===== config.mk =====
export PLATFORM = sky130hd
export DESIGN_NAME = csdec_top
export DESIGN_NICKNAME = d
export VERILOG_FILES = /design/src/rtl/csdec_pkg.sv /design/src/rtl/csdec_top.sv
export SDC_FILE = /design/constraint.sdc
export NUM_CORES = 1
export LEC_CHECK = 0
export ABC_CLOCK_PERIOD_IN_PS = 5950
export BUFFER_PORTS_ARGS = -buffer_cell sky130_fd_sc_hd__buf_2
export CORE_MARGIN = 2
export CORE_UTILIZATION = 55
export CTS_CLUSTER_DIAMETER = 120
export DETAILED_ROUTE_END_ITERATION = 6
export PLACE_DENSITY = 0.78
export SLEW_MARGIN = 20
export SYNTH_ARGS = -nofsm -noshare
export SYNTH_HDL_FRONTEND = slang
export SYNTH_SLANG_ARGS = --single-unit

===== constraint.sdc =====
create_clock -name CORE_CLK -period 5.95 [get_ports CORE_CLK]
set_input_delay 0.8925 -clock CORE_CLK [delete_from_list [all_inputs] [get_ports CORE_CLK]]
set_output_delay 0.8925 -clock CORE_CLK [all_outputs]
set_load 0.02 [all_outputs]

===== src/rtl/csdec_pkg.sv =====
// constants and types for the control window and memory select decoder
// Functional notes
// - peripheral controls are 16-bit registers in one 256-byte window, memory or I/O.
// - window cycles run externally as normal but ignore external data and readies.
// - window base is 256-byte aligned; low eight base bits always zero.
// - relocation register at offset FEH supplies upper twelve base bits.
// - relocation bit 12 set maps window to memory, clear maps to I/O.
// - registers load all 16 bits at once, even from a byte write.
// - word write to relocation moves base on first cycle; prefer byte writes.
// - relocation register also holds slave-mode and escape-trap control bits.
// - reset loads relocation with 20FFH, window at FF00H in I/O space.
// - selects assert for every cycle in range, from core or DMA.
// - six memory selects over three regions: top, bottom, four mid-range; only top and bottom are built here.
// - region sizes powers of two 2K-128K; top and bottom add 1K, 256K.
// - top select when address bits 19-4 at or above limit, low six zero.
// - upper limit at A0H; only tabled patterns FFFBH..C03BH are legal.
// - after reset the top select covers 1K and works unprogrammed.
// - upper limit wait-control bits set ready mode for the top region.
// - lower limit at A2H, region starts at zero; patterns 0038H..3FF8H legal.
// - lower limit undefined after reset; bottom select idle until accessed.
// - bottom select when address bits 19-4 at or below limit, low six ones.
// - wait field: low two bits count waits, high bit ignores external ready.
// - honoured external ready overlaps internal waits; cycle takes the larger.
package csdec_pkg;
  localparam int ADDR_W = 20;
  localparam int DATA_W = 16;
  localparam logic [7:0] OFF_UPPER = 8'hA0;
  localparam logic [7:0] OFF_LOWER = 8'hA2;
  localparam logic [7:0] OFF_RELOC = 8'hFE;
  localparam logic [15:0] RELOC_RST = 16'h20FF;
  localparam logic [15:0] UPPER_RST = 16'hFFFB;
  localparam logic [15:0] LOWER_RST = 16'h0000;
  localparam int RELOC_MEM_BIT = 12;
  localparam int RELOC_ESC_BIT = 13;
  localparam int RELOC_SLAVE_BIT = 14;
  localparam int WAIT_IGN_BIT = 2;
  localparam int LIMIT_LO = 6;
  localparam logic [5:0] LIMIT_PAD_UP = 6'h00;
  localparam logic [5:0] LIMIT_PAD_LO = 6'h3F;
  localparam logic [1:0] WAIT_MAX = 2'h3;

  typedef struct packed {
    logic [ADDR_W-1:0] addr;
    logic mem;
    logic wr;
    logic rd;
    logic [DATA_W-1:0] wdata;
  } csdec_req_s;

  typedef enum {CS_IDLE, CS_WAIT} csdec_state_e;
endpackage


===== src/rtl/csdec_top.sv =====
// control window decode, top and bottom memory selects, wait-state ready
module csdec_top (
  input wire logic CORE_CLK,
  input wire logic RESETN,
  input wire logic CYC_START,
  input wire csdec_pkg::csdec_req_s BUS_REQ,
  input wire logic SYNC_READY_IN,
  input wire logic ASYNC_READY_IN,
  output logic CYC_DONE,
  output logic CTRL_HIT,
  output logic [csdec_pkg::DATA_W-1:0] CTRL_RDATA,
  output logic TOP_MEMORY_SELECT_N,
  output logic BOTTOM_MEMORY_SELECT_N,
  output logic CTRL_MEM_SPACE,
  output logic SLAVE_MODE,
  output logic ESC_TRAP
);
  import csdec_pkg::*;

  function automatic logic [15:0] limit_of(input logic [15:0] r, input logic [5:0] pad);
    limit_of = {r[15:LIMIT_LO], pad};
  endfunction

  csdec_state_e state_q;
  csdec_state_e state_d;
  logic [15:0] reloc_q;
  logic [15:0] upper_q;
  logic [15:0] lower_q;
  logic lower_en_q;
  logic hit_q;
  logic top_q;
  logic bot_q;
  logic [2:0] mode_q;
  logic [1:0] cnt_q;
  logic [15:0] rdata_q;

  wire idle_w = (state_q == CS_IDLE);
  wire take_w = CYC_START && idle_w;
  wire [7:0] off_w = BUS_REQ.addr[7:0];
  // base compared from bit 8 up only, so the window is always aligned
  wire win_addr_w = (BUS_REQ.addr[19:8] == reloc_q[11:0]);
  wire ctrl_hit_w = win_addr_w && (BUS_REQ.mem == reloc_q[RELOC_MEM_BIT]);
  wire access_w = take_w && ctrl_hit_w && (BUS_REQ.wr || BUS_REQ.rd);
  // only offset bits matter; odd offsets alias nothing and are left to software
  wire wr_hit_w = take_w && ctrl_hit_w && BUS_REQ.wr;
  wire wr_upper_w = wr_hit_w && (off_w == OFF_UPPER);
  wire wr_lower_w = wr_hit_w && (off_w == OFF_LOWER);
  wire wr_reloc_w = wr_hit_w && (off_w == OFF_RELOC);
  wire acc_lower_w = access_w && (off_w == OFF_LOWER);

  wire [15:0] addr_hi_w = BUS_REQ.addr[19:4];
  wire upper_hit_w = BUS_REQ.mem && (addr_hi_w >= limit_of(upper_q, LIMIT_PAD_UP));
  wire lower_hit_w = BUS_REQ.mem && lower_en_q
    && (addr_hi_w <= limit_of(lower_q, LIMIT_PAD_LO));

  wire [2:0] mode_w = upper_hit_w ? upper_q[2:0] :
                      lower_hit_w ? lower_q[2:0] : 3'h0;

  wire [15:0] rd_mux_w = (off_w == OFF_UPPER) ? upper_q :
                         (off_w == OFF_LOWER) ? lower_q :
                         (off_w == OFF_RELOC) ? reloc_q : 16'h0000;

  wire ext_rdy_w = SYNC_READY_IN || ASYNC_READY_IN;
  wire sel_any_w = top_q || bot_q;
  wire cnt_done_w = (cnt_q >= mode_q[1:0]);
  // external ready is ignored on window cycles, they end after one cycle
  wire done_w = (state_q == CS_WAIT) && (hit_q ||
    (sel_any_w ? (cnt_done_w && (mode_q[WAIT_IGN_BIT] || ext_rdy_w)) : ext_rdy_w));

  always_comb begin
    state_d = state_q;
    case (state_q)
      CS_IDLE: begin
        if (CYC_START) begin
          state_d = CS_WAIT;
        end
      end
      CS_WAIT: begin
        if (done_w) begin
          state_d = CS_IDLE;
        end
      end
      default: begin
        state_d = CS_IDLE;
      end
    endcase
  end

  always_ff @(posedge CORE_CLK or negedge RESETN) begin
    if (!RESETN) begin
      state_q <= CS_IDLE;
    end else begin
      state_q <= state_d;
    end
  end

  // whole word loaded even when the external cycle carried one byte
  always_ff @(posedge CORE_CLK or negedge RESETN) begin
    if (!RESETN) begin
      reloc_q <= RELOC_RST;
    end else if (wr_reloc_w) begin
      reloc_q <= BUS_REQ.wdata;
    end
  end

  always_ff @(posedge CORE_CLK or negedge RESETN) begin
    if (!RESETN) begin
      upper_q <= UPPER_RST;
    end else if (wr_upper_w) begin
      upper_q <= BUS_REQ.wdata;
    end
  end

  always_ff @(posedge CORE_CLK or negedge RESETN) begin
    if (!RESETN) begin
      lower_q <= LOWER_RST;
    end else if (wr_lower_w) begin
      lower_q <= BUS_REQ.wdata;
    end
  end

  // contents are meaningless until touched, so the select stays off till then
  always_ff @(posedge CORE_CLK or negedge RESETN) begin
    if (!RESETN) begin
      lower_en_q <= 1'b0;
    end else if (acc_lower_w) begin
      lower_en_q <= 1'b1;
    end
  end

  // selects held for the whole cycle, whoever issued it
  always_ff @(posedge CORE_CLK or negedge RESETN) begin
    if (!RESETN) begin
      hit_q <= 1'b0;
      top_q <= 1'b0;
      bot_q <= 1'b0;
      mode_q <= 3'h0;
    end else if (take_w) begin
      hit_q <= ctrl_hit_w;
      top_q <= upper_hit_w;
      bot_q <= lower_hit_w;
      mode_q <= mode_w;
    end else if (done_w) begin
      hit_q <= 1'b0;
      top_q <= 1'b0;
      bot_q <= 1'b0;
    end
  end

  always_ff @(posedge CORE_CLK or negedge RESETN) begin
    if (!RESETN) begin
      cnt_q <= 2'h0;
    end else if (take_w) begin
      cnt_q <= 2'h0;
    end else if (!idle_w && !done_w && cnt_q != WAIT_MAX) begin
      cnt_q <= cnt_q + 2'h1;
    end
  end

  always_ff @(posedge CORE_CLK or negedge RESETN) begin
    if (!RESETN) begin
      rdata_q <= 16'h0000;
    end else if (access_w && BUS_REQ.rd) begin
      rdata_q <= rd_mux_w;
    end
  end

  assign CYC_DONE = done_w;
  assign CTRL_HIT = hit_q;
  assign CTRL_RDATA = rdata_q;
  assign TOP_MEMORY_SELECT_N = ~top_q;
  assign BOTTOM_MEMORY_SELECT_N = ~bot_q;
  assign CTRL_MEM_SPACE = reloc_q[RELOC_MEM_BIT];
  assign SLAVE_MODE = reloc_q[RELOC_SLAVE_BIT];
  assign ESC_TRAP = reloc_q[RELOC_ESC_BIT];
endmodule


==> results.py <==
metrics = {
    "synthesis": {
        "ys_ff_latch": 74,
        "netlist.area_leader.share_pct": 30.83,
        "async_flop_share_pct": 100.0,
        "ys_types": 39,
        "syn_inst": 334,
        "synth_top_area_cell": "dfrtp_1",
        "syn-num-nets": 401,
        "synth_area_mm2": 0.004059,
        "synth_top_cells_by_area": "dfrtp_1, dfstp_2, mux2_4, ha_1, mux2_2",
        "synth_area_per_cell_um2": 12.15,
        "synthFlopType": "dfrtp_1",
        "synth_edf_count": 0,
        "yosysSeqAreaShare_pct": 46.36,
        "ys_warn_count": 0,
    },
    "clock_network": {
        "cts_made_buffers": 9,
        "cts_buffer_depth": 2,
        "path_clk_slew_ps": 70,
        "clock-sinks": 74,
        "cts_hold_buf": 0,
        "htreeDepth": 3,
        "cts_resized": 0,
        "postCtsSetupBuffers": 0,
        "cts_root_buf": "clkbuf_8",
        "clk_latency_ps": 360,
        "cts_tree": "yes",
    },
    "grt": {
        "overflow": 0,
        "antenna_found_initial": 0,
        "grt_max_degree": 75,
        "grt.total_usage_pct": 24.31,
        "grt_pass1_wl_mm": 15.32,
        "grt_pass1_vias": 3049,
    },
    "die": {
        "core_area_mm2": 0.007214,
        "die_h_um": 89.91,
        "rows": 31,
        "fp.dieW_um": 89.91,
        "dieArea_mm2": 0.008083,
        "io_pins": 67,
        "start_util_pct": 56.26,
    },
    "timing": {
        "drv_slew": 0,
        "fin_ws_ps": 3012,
        "fin_crit_ps": 2938,
        "skew_ps": 4.159,
        "grt_setup_unrepaired": "false",
        "setup_viol": 0,
        "tightest_slew_ps": 1101,
        "max_freq_mhz": 340.3,
        "tns_ps": 0,
        "hold_viol": 0,
        "slew_headroom_pct": 24.68,
        "final.period_utilization_pct": 49.38,
    },
    "worst_setup_path": {
        "cp-end-kind": "primary output",
        "r2r_setup_slack_ps": 3480,
        "crit_fanout": 4,
        "critPathMaxStageDelay_ps": 390,
        "path_class": "flip-flop to primary output",
        "cp-startpoint": "cnt_q[0]$_DFFE_PN0P_",
        "crit_required_ps": 5060,
        "reg2reg_to": "mode_q[2]$_DFFE_PN0P_",
        "arrival_ps": 2050,
        "path_cells": "inv_1, ha_1, nand2b_1, a221o_1, a21oi_1, nor2_1, buf_2",
        "start_kind": "flip-flop",
        "endpoint": "CYC_DONE",
        "crit_family": "compound AO/OA/AOI/OAI gates",
        "reg2regPathDepth": 7,
        "path_buf_inv": 2,
        "cp_slowest_cell": "dfrtp_1",
        "path_depth": 7,
        "reg2reg_from": "lower_q[13]$_DFFE_PN0P_",
    },
    "power": {
        "p_leak_nw": 2.346,
        "p_per_area_mw_per_mm2": 210.1,
        "vdd_drop_max_v": 0.0001148,
    },
    "cells_and_area": {
        "areaGrowthSynthToFinish_pct": 15.04,
        "layout_common_cells": "buf_2, dfrtp_1, inv_1, mux2_4, dfstp_2",
        "final_common_cell": "buf_2",
        "diodes": 0,
        "nets": 473,
        "layout-drive-gt1-share_pct": 39.17,
        "fillers": 575,
    },
    "drt": {
        "wirelength_mm": 9.084,
        "drt.antenna.violating_nets": 0,
        "vias": 2960,
        "drc": 0,
        "drt_iter0_markers": 250,
        "wl_per_cell_um": 17.81,
        "drt_first_pass_iters": 5,
        "via_per_inst": 5.804,
    },
    "placement": {
        "dp_hpwl_mm": 6.480,
        "gp_congestion": 0.8308,
        "pre_cts_slack_ps": 2826,
        "io_buffers": 66,
    },
    "hold_path": {
        "min-delay-path-class": "flip-flop to flip-flop",
    },
    "outcome": {
        "run_status": "finished, final reports clean",
    },
    "flow_run": {
        "cap_violations": 0,
    },
}
## layout make-up
cell class | instances | area (um^2) | area share [%]
clock buffer | 14 | 162.7 | 3.483
sequential | 74 | 1882 | 40.30
inverter | 46 | 172.7 | 3.698
clock inverter | 2 | 35.03 | 0.7503
timing repair buffer | 69 | 352.8 | 7.556
tap | 99 | 123.9 | 2.653
multi-input combinational | 206 | 1941 | 41.56
## power breakdown
group / internal (mW) / switching [mW]
combinational: 0.0298 / 0.0477
sequential: 0.507 / 0.00353
clock: 0.217 / 0.176
total: 0.753 / 0.227
## routing by layer
| layer | share of wire, % | GRT usage, % |
|---|---|---|
| met5 | 0 | 0 |
| met4 | 3.2 | 13.08 |
| met3 | 7.0 | 5.029 |
| met2 | 47 | 37.88 |
| met1 | 42 | 32.11 |
## flip-flops by register name, summed over array words and instances, names as in the netlist
register / cells
CTRL_HIT: 1
CTRL_RDATA: 16
bot_q: 1
cnt_q: 2
lower_en_q: 1
lower_q: 16
mode_q: 3
reloc_q: 16
state_q: 1
top_q: 1
upper_q: 16
## cell usage after synthesis, types with 3 or more instances
| library cell | count |
|---|---|
| a211oi_1 | 6 |
| a21oi_1 | 7 |
| a222oi_1 | 16 |
| buf_6 | 4 |
| clkbuf_1 | 3 |
| dfrtp_1 | 50 |
| dfstp_2 | 24 |
| ha_1 | 23 |
| inv_1 | 46 |
| mux2_2 | 19 |
| mux2_4 | 29 |
| mux2i_1 | 18 |
| nand2_1 | 14 |
| nand3_4 | 3 |
| nand4_1 | 6 |
| nor2_1 | 12 |
| nor3_1 | 3 |
| nor4_1 | 4 |
| o21ai_0 | 10 |
| o221ai_1 | 3 |
| xor2_1 | 13 |
## kinds of logic after synthesis
| group | after synthesis | share of synthesized area, % |
|---|---|---|
| AO/OA/AOI/OAI | 51 | 9.587 |
| XOR/XNOR | 13 | 2.805 |
| adder cells (fa/ha/maj) | 23 | 7.090 |
| buffers and inverters | 54 | 5.826 |
| flip-flops | 74 | 46.36 |
| multiplexers | 66 | 20.44 |
| AND/OR/NAND/NOR | 53 | 7.892 |
## worst min-delay path by stage
stage	startpoint	endpoint	slack [ps]	cells after the start
floorplan	lower_en_q$_DFFE_PN0P_	lower_en_q$_DFFE_PN0P_	440	2
global placement	lower_en_q$_DFFE_PN0P_	lower_en_q$_DFFE_PN0P_	460	2
detailed placement	lower_en_q$_DFFE_PN0P_	lower_en_q$_DFFE_PN0P_	460	2
CTS	lower_en_q$_DFFE_PN0P_	lower_en_q$_DFFE_PN0P_	470	2
global route	lower_en_q$_DFFE_PN0P_	lower_en_q$_DFFE_PN0P_	520	2
finish	lower_en_q$_DFFE_PN0P_	lower_en_q$_DFFE_PN0P_	470	2
## worst min-delay path: stages, from the launching register on
cell	delay, ps
dfrtp_1	340
a31oi_1	40
nand2_1	50
## through the flow
| stage | power (mW) | cells | cell area [um^2] | hold slack (ps) | utilization [%] |
|---|---|---|---|---|---|
| floorplan | 0.5522 | 334 | 4059 | 439.3 | - |
| global route | 1.026 | 510 | 4669 | 523.0 | 64.72 |
| detailed placement | 0.5972 | 494 | 4472 | 458.4 | 61.98 |
| CTS | 0.9847 | 510 | 4669 | 474.6 | 64.72 |
| finish | 0.9809 | 510 | 4669 | 471.9 | 64.72 |
| global placement | 0.5945 | 494 | 4472 | 456.5 | 61.98 |
(Power assumes the default switching activity.)
